<file path="src/inc/mie_pkg.sv">
// Package: opcodes, state types, offsets and constants of the execute unit
package mie_pkg;
    localparam int PC_W       = 11;        // Program counter width
    localparam int MA_W       = 7;         // Data memory address width
    localparam logic [MA_W-1:0] PC_LOW_ADDR = 7'h06; // Data address of pc_low_byte
    localparam logic [3:0] BCD_MAX = 4'h9; // Largest decimal digit
    localparam logic [7:0] ADJ_LOW  = 8'h06; // Low nibble correction
    localparam logic [7:0] ADJ_HIGH = 8'h60; // High nibble correction
    localparam logic [7:0] ZERO_B   = 8'h00; // Cleared byte
    localparam logic [7:0] ONE_B    = 8'h01; // Unit step
    // Register port offsets
    localparam logic [1:0] REG_STATUS = 2'h0; // Flags and run state
    localparam logic [1:0] REG_ACC    = 2'h1; // Accumulator
    localparam logic [1:0] REG_CTRL   = 2'h2; // Control, write only
    localparam int CTRL_WAKE  = 0;         // Write 1: leave power down
    // Status bit positions
    localparam int ST_CARRY = 0;
    localparam int ST_AUX   = 1;
    localparam int ST_ZERO  = 2;
    localparam int ST_TOUT  = 3;
    localparam int ST_PDOWN = 4;
    localparam int ST_GIE   = 5;
    localparam int ST_HALT  = 6;

    // Instruction kinds handed over by the decoder
    typedef enum logic [4:0] {
        OP_NOP, OP_CALL, OP_JMP, OP_CLR, OP_CLRBIT, OP_WD_CLEAR, OP_PRE_FIRST,
        OP_PRE_SECOND, OP_COMPL, OP_COMPLA, OP_DEC_ADJ, OP_DEC, OP_DECA,
        OP_INC, OP_INCA, OP_HALT, OP_MOV_AM, OP_MOV_AX, OP_MOV_MA, OP_OR_AM,
        OP_OR_AX, OP_OR_M, OP_RET, OP_RET_AX, OP_IRET, OP_ROTL, OP_ROTLA,
        OP_ROTL_C, OP_ROTL_CA, OP_ROTR
    } mie_op_t;

    // One decoded instruction with its operand
    typedef struct packed {
        mie_op_t          op;      // Instruction kind
        logic [PC_W-1:0]  target;  // Branch target
        logic [MA_W-1:0]  mAddr;   // Data memory address
        logic [7:0]       imm;     // Immediate byte
        logic [2:0]       bitSel;  // Bit index for bit clear
    } mie_instr_t;

    // Sequencer states
    typedef enum logic [1:0] {S_RUN, S_DUMMY, S_HALT} mie_seq_t;
    // Last pre-clear seen
    typedef enum logic [1:0] {PRE_NONE, PRE_FIRST, PRE_SECOND} mie_pre_t;

    // Data memory write request
    typedef struct packed {
        logic            we;
        logic [MA_W-1:0] addr;
        logic [7:0]      data;
    } mie_memwr_t;
endpackage : mie_pkg

</file>
<file path="src/verilog/mie_execute.sv">
// Execute unit: sequences and carries out one decoded instruction at a time, in one cycle or two with a dummy cycle; a halt gives no done
//
// Our own choices: the plain strobed port and the address map.
`timescale 1ns/1ps
module mie_execute
    import mie_pkg::*;
(
    // Clock and reset
    input  wire logic               core_clk,
    input  wire logic               rst,
    // Instruction from the decoder
    input  wire mie_instr_t         instr,
    input  wire logic               instValid,
    output logic                    instReady,
    output logic                    instDone,
    output logic [PC_W-1:0]         pc,
    // Data memory
    input  wire logic [7:0]         memRdData,
    output mie_memwr_t              memWr,
    // Hardware stack
    input  wire logic [PC_W-1:0]    stackTop,
    output logic                    stackPush,
    output logic [PC_W-1:0]         stackPushData,
    output logic                    stackPop,
    // Watchdog, clock and interrupt side
    input  wire logic               watchdogTimeout,
    input  wire logic               intPending,
    output logic                    watchdogClear,
    output logic                    sysClkRun,
    output logic                    intServe,
    // Register port
    input  wire logic [1:0]         regAddr,
    input  wire logic [7:0]         regWrData,
    input  wire logic               regWr,
    input  wire logic               regRd,
    output logic [7:0]              regRdData
);

    // Whole state of the unit
    typedef struct packed {
        mie_seq_t         seq;       // Sequencer
        mie_pre_t         preLast;   // Pending pre-clear
        logic [PC_W-1:0]  pc;        // Program counter
        logic [7:0]       acc;       // Accumulator
        logic             carry;     // Carry flag
        logic             auxCarry;  // Auxiliary carry flag
        logic             zero;      // Zero flag
        logic             toutFlag;  // Watchdog timeout flag
        logic             pdownFlag; // Power down flag
        logic             gie;       // Global interrupt enable
        logic             ready;     // Accepting instructions
        logic             done;      // Instruction completed
        mie_memwr_t       memWr;     // Memory write request
        logic             push;      // Stack push
        logic [PC_W-1:0]  pushData;  // Pushed address
        logic             pop;       // Stack pop
        logic             wdClr;     // Watchdog clear pulse
        logic             clkRun;    // System clock enable
        logic             intServe;  // Pending interrupt to take
        logic             dummyInt;  // Interrupt pending after return
        logic [7:0]       rdData;    // Register read data
    } mie_state_t;

    mie_state_t stR;    // Registered state
    mie_state_t stNxt;  // Next state

    // Zero test used by every Z-affecting instruction
    function automatic logic isZero(input logic [7:0] v);
        isZero = (v == ZERO_B);
    endfunction : isZero

    // Decimal adjust of a byte; returns carry and byte
    function automatic logic [8:0] decAdjust(input logic [7:0] a, input logic auxIn,
                                             input logic c);
        logic [8:0] sum;
        sum = {1'b0, a};
        if ((a[3:0] > BCD_MAX) || auxIn) begin
            sum = sum + {1'b0, ADJ_LOW};
        end
        if ((a[7:4] > BCD_MAX) || c) begin
            sum = sum + {1'b0, ADJ_HIGH};
        end
        decAdjust = {sum[8] | c | (a[7:4] > BCD_MAX), sum[7:0]};
    endfunction : decAdjust

    // Memory write helper: returns a write request
    function automatic mie_memwr_t wrReq(input logic [MA_W-1:0] a, input logic [7:0] d);
        wrReq.we   = 1'b1;
        wrReq.addr = a;
        wrReq.data = d;
    endfunction : wrReq

    // Next-state logic
    always_comb begin
        logic       take;      // Instruction taken this cycle
        logic       twoCyc;    // Needs a dummy cycle
        logic [8:0] adj;       // Decimal adjust result
        logic [7:0] res;       // Byte result
        stNxt          = stR;
        take           = 1'b0;
        twoCyc         = 1'b0;
        adj            = 9'h000;
        res            = ZERO_B;
        // Pulses default low
        stNxt.done     = 1'b0;
        stNxt.memWr.we = 1'b0;
        stNxt.push     = 1'b0;
        stNxt.pop      = 1'b0;
        stNxt.wdClr    = 1'b0;
        stNxt.intServe = 1'b0;
        stNxt.rdData   = ZERO_B;

        case (stR.seq)
            // Normal execution
            S_RUN: begin
                take = instValid;
            end
            // Second cycle of a two-cycle instruction
            S_DUMMY: begin
                stNxt.seq      = S_RUN;
                stNxt.done     = 1'b1;
                stNxt.intServe = stR.dummyInt;
                stNxt.dummyInt = 1'b0;
            end
            // Powered down: only a wake write resumes
            S_HALT: begin
                if (regWr && (regAddr == REG_CTRL) && regWrData[CTRL_WAKE]) begin
                    stNxt.seq = S_RUN;
                end
            end
            default: begin
                stNxt.seq = S_RUN;
            end
        endcase

        if (take) begin
            stNxt.pc = stR.pc + PC_W'(1);
            // Any instruction but a pre-clear breaks the pair
            if ((instr.op != OP_PRE_FIRST) && (instr.op != OP_PRE_SECOND)) begin
                stNxt.preLast = PRE_NONE;
            end
            case (instr.op)
                OP_CALL: begin
                    stNxt.push     = 1'b1;
                    stNxt.pushData = stR.pc + PC_W'(1);
                    stNxt.pc       = instr.target;
                    twoCyc         = 1'b1;
                end
                OP_JMP: begin
                    stNxt.pc = instr.target;
                    twoCyc   = 1'b1;
                end
                OP_CLR: begin
                    stNxt.memWr = wrReq(instr.mAddr, ZERO_B);
                end
                OP_CLRBIT: begin
                    res              = memRdData;
                    res[instr.bitSel] = 1'b0;
                    stNxt.memWr      = wrReq(instr.mAddr, res);
                end
                OP_WD_CLEAR: begin
                    stNxt.wdClr     = 1'b1;
                    stNxt.toutFlag  = 1'b0;
                    stNxt.pdownFlag = 1'b0;
                end
                OP_PRE_FIRST, OP_PRE_SECOND: begin
                    // Effective only right after the other pre-clear
                    if ((instr.op == OP_PRE_FIRST && stR.preLast == PRE_SECOND) ||
                        (instr.op == OP_PRE_SECOND && stR.preLast == PRE_FIRST)) begin
                        stNxt.wdClr     = 1'b1;
                        stNxt.toutFlag  = 1'b0;
                        stNxt.pdownFlag = 1'b0;
                        stNxt.preLast   = PRE_NONE;
                    end else begin
                        stNxt.preLast = (instr.op == OP_PRE_FIRST) ? PRE_FIRST
                                                                  : PRE_SECOND;
                    end
                end
                OP_COMPL, OP_COMPLA: begin
                    res        = ~memRdData;
                    stNxt.zero = isZero(res);
                    if (instr.op == OP_COMPL) begin
                        stNxt.memWr = wrReq(instr.mAddr, res);
                    end else begin
                        stNxt.acc = res;
                    end
                end
                OP_DEC_ADJ: begin
                    adj         = decAdjust(stR.acc, stR.auxCarry, stR.carry);
                    stNxt.carry = adj[8];
                    stNxt.memWr = wrReq(instr.mAddr, adj[7:0]);
                end
                OP_DEC, OP_DECA: begin
                    res        = memRdData - ONE_B;
                    stNxt.zero = isZero(res);
                    if (instr.op == OP_DEC) begin
                        stNxt.memWr = wrReq(instr.mAddr, res);
                    end else begin
                        stNxt.acc = res;
                    end
                end
                OP_INC, OP_INCA: begin
                    res        = memRdData + ONE_B;
                    stNxt.zero = isZero(res);
                    if (instr.op == OP_INC) begin
                        stNxt.memWr = wrReq(instr.mAddr, res);
                    end else begin
                        stNxt.acc = res;
                    end
                end
                OP_HALT: begin
                    stNxt.wdClr     = 1'b1;
                    stNxt.toutFlag  = 1'b0;
                    stNxt.pdownFlag = 1'b1;
                end
                OP_MOV_AM: begin
                    stNxt.acc = memRdData;
                end
                OP_MOV_AX: begin
                    stNxt.acc = instr.imm;
                end
                OP_MOV_MA: begin
                    stNxt.memWr = wrReq(instr.mAddr, stR.acc);
                end
                OP_OR_AM, OP_OR_M: begin
                    res        = stR.acc | memRdData;
                    stNxt.zero = isZero(res);
                    if (instr.op == OP_OR_M) begin
                        stNxt.memWr = wrReq(instr.mAddr, res);
                    end else begin
                        stNxt.acc = res;
                    end
                end
                OP_OR_AX: begin
                    res        = stR.acc | instr.imm;
                    stNxt.zero = isZero(res);
                    stNxt.acc  = res;
                end
                OP_RET, OP_RET_AX, OP_IRET: begin
                    stNxt.pop = 1'b1;
                    stNxt.pc  = stackTop;
                    twoCyc    = 1'b1;
                    if (instr.op == OP_RET_AX) begin
                        stNxt.acc = instr.imm;
                    end
                    if (instr.op == OP_IRET) begin
                        stNxt.gie      = 1'b1;
                        stNxt.dummyInt = intPending;
                    end
                end
                OP_ROTL, OP_ROTLA: begin
                    res = {memRdData[6:0], memRdData[7]};
                    if (instr.op == OP_ROTL) begin
                        stNxt.memWr = wrReq(instr.mAddr, res);
                    end else begin
                        stNxt.acc = res;
                    end
                end
                OP_ROTL_C, OP_ROTL_CA: begin
                    res         = {memRdData[6:0], stR.carry};
                    stNxt.carry = memRdData[7];
                    if (instr.op == OP_ROTL_C) begin
                        stNxt.memWr = wrReq(instr.mAddr, res);
                    end else begin
                        stNxt.acc = res;
                    end
                end
                OP_ROTR: begin
                    res         = {memRdData[0], memRdData[7:1]};
                    stNxt.memWr = wrReq(instr.mAddr, res);
                end
                default: begin
                    // No operation
                end
            endcase
            // A write landing on pc_low_byte redirects the program
            if (stNxt.memWr.we && (stNxt.memWr.addr == PC_LOW_ADDR)) begin
                stNxt.pc[7:0] = stNxt.memWr.data;
                twoCyc        = 1'b1;
            end
            // Sequencer step
            if (instr.op == OP_HALT) begin
                stNxt.seq = S_HALT;
            end else if (twoCyc) begin
                stNxt.seq = S_DUMMY;
            end else begin
                stNxt.done = 1'b1;
            end
        end

        // Timeout event wins over any clear in the same cycle
        if (watchdogTimeout) begin
            stNxt.toutFlag = 1'b1;
        end

        // Register reads answer the cycle after the strobe
        if (regRd) begin
            case (regAddr)
                REG_STATUS: begin
                    stNxt.rdData[ST_CARRY] = stR.carry;
                    stNxt.rdData[ST_AUX]   = stR.auxCarry;
                    stNxt.rdData[ST_ZERO]  = stR.zero;
                    stNxt.rdData[ST_TOUT]  = stR.toutFlag;
                    stNxt.rdData[ST_PDOWN] = stR.pdownFlag;
                    stNxt.rdData[ST_GIE]   = stR.gie;
                    stNxt.rdData[ST_HALT]  = (stR.seq == S_HALT);
                end
                REG_ACC: begin
                    stNxt.rdData = stR.acc;
                end
                default: begin
                    stNxt.rdData = ZERO_B;
                end
            endcase
        end

        stNxt.ready  = (stNxt.seq == S_RUN);
        stNxt.clkRun = (stNxt.seq != S_HALT);
    end

    // State register
    always_ff @(posedge core_clk or posedge rst) begin
        if (rst) begin
            stR        <= '0;
            stR.seq    <= S_RUN;
            stR.ready  <= 1'b1;
            stR.clkRun <= 1'b1;
        end else begin
            stR <= stNxt;
        end
    end

    // Outputs straight from the state register
    assign instReady     = stR.ready;
    assign instDone      = stR.done;
    assign pc            = stR.pc;
    assign memWr         = stR.memWr;
    assign stackPush     = stR.push;
    assign stackPushData = stR.pushData;
    assign stackPop      = stR.pop;
    assign watchdogClear = stR.wdClr;
    assign sysClkRun     = stR.clkRun;
    assign intServe      = stR.intServe;
    assign regRdData     = stR.rdData;

    // Checks
    wire logic tk = instValid && stR.ready;  // Instruction taken

    call_push_a: assert property (@(posedge core_clk) disable iff (rst)
        tk && instr.op == OP_CALL |=> stackPush && stackPushData == $past(stR.pc) + 11'h001
            && pc == $past(instr.target) && !instDone ##1 instDone)
        else $error("call did not push return address");
    jump_two_cyc_a: assert property (@(posedge core_clk) disable iff (rst)
        tk && instr.op == OP_JMP |=> !instReady && $stable(stR.zero) ##1 instDone)
        else $error("jump not two cycles");
    clear_zero_a: assert property (@(posedge core_clk) disable iff (rst)
        tk && instr.op == OP_CLR |=> memWr.we && memWr.data == 8'h00)
        else $error("clear wrote nonzero");
    pre_alone_a: assert property (@(posedge core_clk) disable iff (rst)
        tk && instr.op == OP_PRE_FIRST && stR.preLast != PRE_SECOND |=> !watchdogClear)
        else $error("lone pre-clear took effect");
    pre_pair_a: assert property (@(posedge core_clk) disable iff (rst)
        tk && instr.op == OP_PRE_SECOND && stR.preLast == PRE_FIRST && !watchdogTimeout
        |=> watchdogClear && !stR.toutFlag && !stR.pdownFlag)
        else $error("pre-clear pair did not clear flags");
    halt_stop_a: assert property (@(posedge core_clk) disable iff (rst)
        tk && instr.op == OP_HALT |=> !sysClkRun && stR.pdownFlag && watchdogClear
            && !instReady)
        else $error("power down not entered");
    ret_pop_a: assert property (@(posedge core_clk) disable iff (rst)
        tk && instr.op == OP_RET |=> stackPop && pc == $past(stackTop) ##1 instDone)
        else $error("return did not pop");
    iret_enable_a: assert property (@(posedge core_clk) disable iff (rst)
        tk && instr.op == OP_IRET |=> stR.gie && stackPop)
        else $error("interrupt return left interrupts off");
    one_cycle_a: assert property (@(posedge core_clk) disable iff (rst)
        tk && instr.op == OP_NOP |=> instDone && instReady && pc == $past(stR.pc) + 11'h001)
        else $error("no-operation not single cycle");
    rotl_carry_a: assert property (@(posedge core_clk) disable iff (rst)
        tk && instr.op == OP_ROTL_CA |=> stR.carry == $past(memRdData[7])
            && stR.acc == {$past(memRdData[6:0]), $past(stR.carry)})
        else $error("rotate through carry wrong");
endmodule : mie_execute

</file>
<file path="config.mk">
export PLATFORM = sky130hd
export DESIGN_NAME = mie_execute
export DESIGN_NICKNAME = d
export VERILOG_FILES = /design/src/inc/mie_pkg.sv /design/src/verilog/mie_execute.sv
export SDC_FILE = /design/constraint.sdc
export NUM_CORES = 1
export LEC_CHECK = 0
export ABC_CLOCK_PERIOD_IN_PS = 4990
export BUFFER_PORTS_ARGS = -buffer_cell sky130_fd_sc_hd__buf_2
export CAP_MARGIN = 20
export CORE_MARGIN = 4
export CORE_UTILIZATION = 40
export CTS_BUF_LIST = sky130_fd_sc_hd__clkbuf_16
export DETAILED_ROUTE_END_ITERATION = 10
export GPL_ROUTABILITY_DRIVEN = 0
export SLEW_MARGIN = 20
export SYNTH_ARGS = -nofsm -noshare
export SYNTH_HDL_FRONTEND = slang
export SYNTH_SLANG_ARGS = --single-unit
</file>
<file path="constraint.sdc">
create_clock -name core_clk -period 4.99 [get_ports core_clk]
set_input_delay 0.499 -clock core_clk [delete_from_list [all_inputs] [get_ports core_clk]]
set_output_delay 0.499 -clock core_clk [all_outputs]
set_load 0.1 [all_outputs]
</file>
==> results.json <==
{
  "outcome": "complete, no violations",
  "timing.final.crit_share_pct": 72.4,
  "r2r_setup_slack_ps": 1650,
  "post-route-drc-count": 0,
  "worst_vdd_ir_mv": 0.263,
  "finalSetupTns_ps": 0,
  "ys_ff_latch": 71,
  "cts_htree_levels": 3,
  "p_per_area_nw_per_um2": 445,
  "drt_iter0_drc": 1040,
  "finalCoreUtilization_pct": 44.6,
  "crit_reg_reg_startpoint": "stR[50]",
  "cp_max_fo": 38,
  "hold_viol": 0,
  "ctsRootBufferMaster": "clkbuf_16",
  "max_freq_ghz": 0.277,
  "cts_tree": "yes",
  "die_area_um2": 17800,
  "rr_endpoint": "pc[7]",
  "postCtsResizedCells": 0,
  "grt-ovfl-total": 0,
  "core_area_um2": 15300,
  "cp_data_required_time_ps": 5210,
  "multiInputGateArea_um2": 3760,
  "postSynthNetCount": 895,
  "cts.hold.buffers_added": 0,
  "ant_nets": 0,
  "slew_headroom_pct": 31.5,
  "clk_pin_slew_worst_paths_ps": 60,
  "design_power_total_mw": 3.03,
  "first_pass_iters": 6,
  "cts_inserted_buffers": 9,
  "max_cap_violations": 0,
  "critical_path_arrival_ps": 3840,
  "areaGrowthSynthToFinish_pct": 8.62,
  "netlist_instances": 818,
  "nature_of_the_critical_path_startpoint": "input pin",
  "gr-usage-all-layers_pct": 23.2,
  "mappedNetlistArea_um2": 6280,
  "max_slew.worst_pin.slew_ps": 1030,
  "min-delay-path-class": "in2async",
  "cellLeakagePower_nw": 2.97,
  "synth-seq-area-share_pct": 28.3,
  "final_cells": 1052,
  "grt_max_degree": 49,
  "detail_route.wirelength_um": 21600,
  "grt_first_pass_wirelength_um": 33300,
  "initial_utilization_pct": 41.0,
  "setup_viol": 0,
  "die_height_um": 133,
  "timing.final.max_slew_violations": 0,
  "ys.flop_type": "dfrtp_1",
  "ys_warn_count": 0,
  "hpwlAfterDp_um": 15600,
  "detail_route.wl_per_cell_um": 20.5,
  "cp-end-kind": "flop",
  "cts_buffer_depth": 2,
  "layout_common_cells": "buf_2 (115), nand2_1 (91), dfrtp_1 (69)",
  "synth.distinct_cells": 79,
  "layout-drive-gt1-share_pct": 18.7,
  "die_w_um": 133,
  "synth_enable_flop_cells": 0,
  "timing.clock.skew_ps": 5.09,
  "register_area_um2": 1780,
  "final_common_cell": "buf_2",
  "path_class": "in2reg",
  "clock-sinks": 71,
  "n_antenna_cell": 0,
  "antenna_found_initial": 0,
  "logic_depth_of_the_worst_register_to_register_path": 12,
  "n_fill_cell": 1602,
  "clk-insertion-delay-late_ps": 330,
  "first_global_vias": 5877,
  "finalWorstPathRequiredPeriod_ps": 3610,
  "count_of_input_and_output_buffers": 115,
  "via_per_inst": 6.16,
  "whs_ps": 280,
  "rows": 45,
  "placed_cells": 1036,
  "io_pins": 123,
  "design.final.nets": 913,
  "synth_async_sr_flop_share_pct": 100,
  "syn-mean-instance-area_um2": 7.68,
  "cts_setup_buffers": 0,
  "via_count": 6482,
  "setup_repair_after_global_routing_missed_its_margin": "false"
}
-- worst max-delay path by stage --
stage,start,end,depth (start not counted)
floorplan,stR[50],pc[7],13
global placement,instr[30],pc[7],7
detailed placement,instr[33],pc[4],7
CTS,instr[33],pc[4],7
global route,instr[33],pc[4],7
finish,instr[33],pc[4],7
-- flip-flops by register name (all words and copies together), names as in the netlist --
| register | count |
|---|---|
| stR | 18 |
| stackPop | 1 |
| sysClkRun | 1 |
| memWr | 16 |
| instReady | 1 |
| intServe | 1 |
| watchdogClear | 1 |
| instDone | 1 |
| stackPush | 1 |
| pc | 11 |
| stackPushData | 11 |
| regRdData | 8 |
-- routing by layer --
layer,GRT usage [%],up-vias,routed length [um]
met5,0,-,0
met4,8.86,0,785
met3,4.68,64,2230
met2,34.0,409,9190
li1,-,3006,-
met1,33.6,3003,9400
-- synth_stat cells, drive strengths merged, types with 14 or more instances --
cell type,instances,area (um^2)
nor3,17,85.1
a21oi,41,205
nand2,92,348
buf,66,458
o21ai,67,335
nand3,26,130
nand4,14,87.6
nor2b,15,93.8
dfrtp,69,1730
nand2b,17,106
o22ai,16,100
nor2,50,188
a221oi,17,149
clkbuf,47,176
xnor2,17,149
inv,27,101
-- power by group --
group	switching, mW	leakage (nW)	internal, mW
Sequential	0.200	0.912	0.706
Clock	0.249	0.139	0.387
Combinational	1.17	1.92	0.326
-- per-stage QoR --
stage	worst slack, ps	area (um^2)
5_1_grt	1280	6830
3_3_place_gp	1220	6530
4_1_cts	1530	6830
2_1_floorplan	2170	6280
6_report	1380	6830
3_5_place_dp	1200	6530
-- logic make-up after synthesis --
group	after synthesis	synth area share (%)
AOI/OAI and AO/OA	260	28.3
xor gates and xnor gates	29	4.04
adders and majority gates	7	1.39
buffers and inverters	141	11.8
DFF	71	28.3
muxes	14	2.35
and+or+nand+nor	296	23.8
-- area by class of cell --
type,count,share of cell area (%)
well taps,211,3.87
clock buffers,9,3.30
clock inverters,7,1.08
inverters,28,1.54
repair buffers,120,8.98
flip-flops and latches,71,26.1
multi-input cells,606,55.2
-- critical path: stages --
cell and delay, ps:
buf_2 530, inv_1 460, a221oi_1 690, a21oi_1 280, or4_1 720, or3_1 430
a31o_1 220
(Power assumes the default switching activity.)
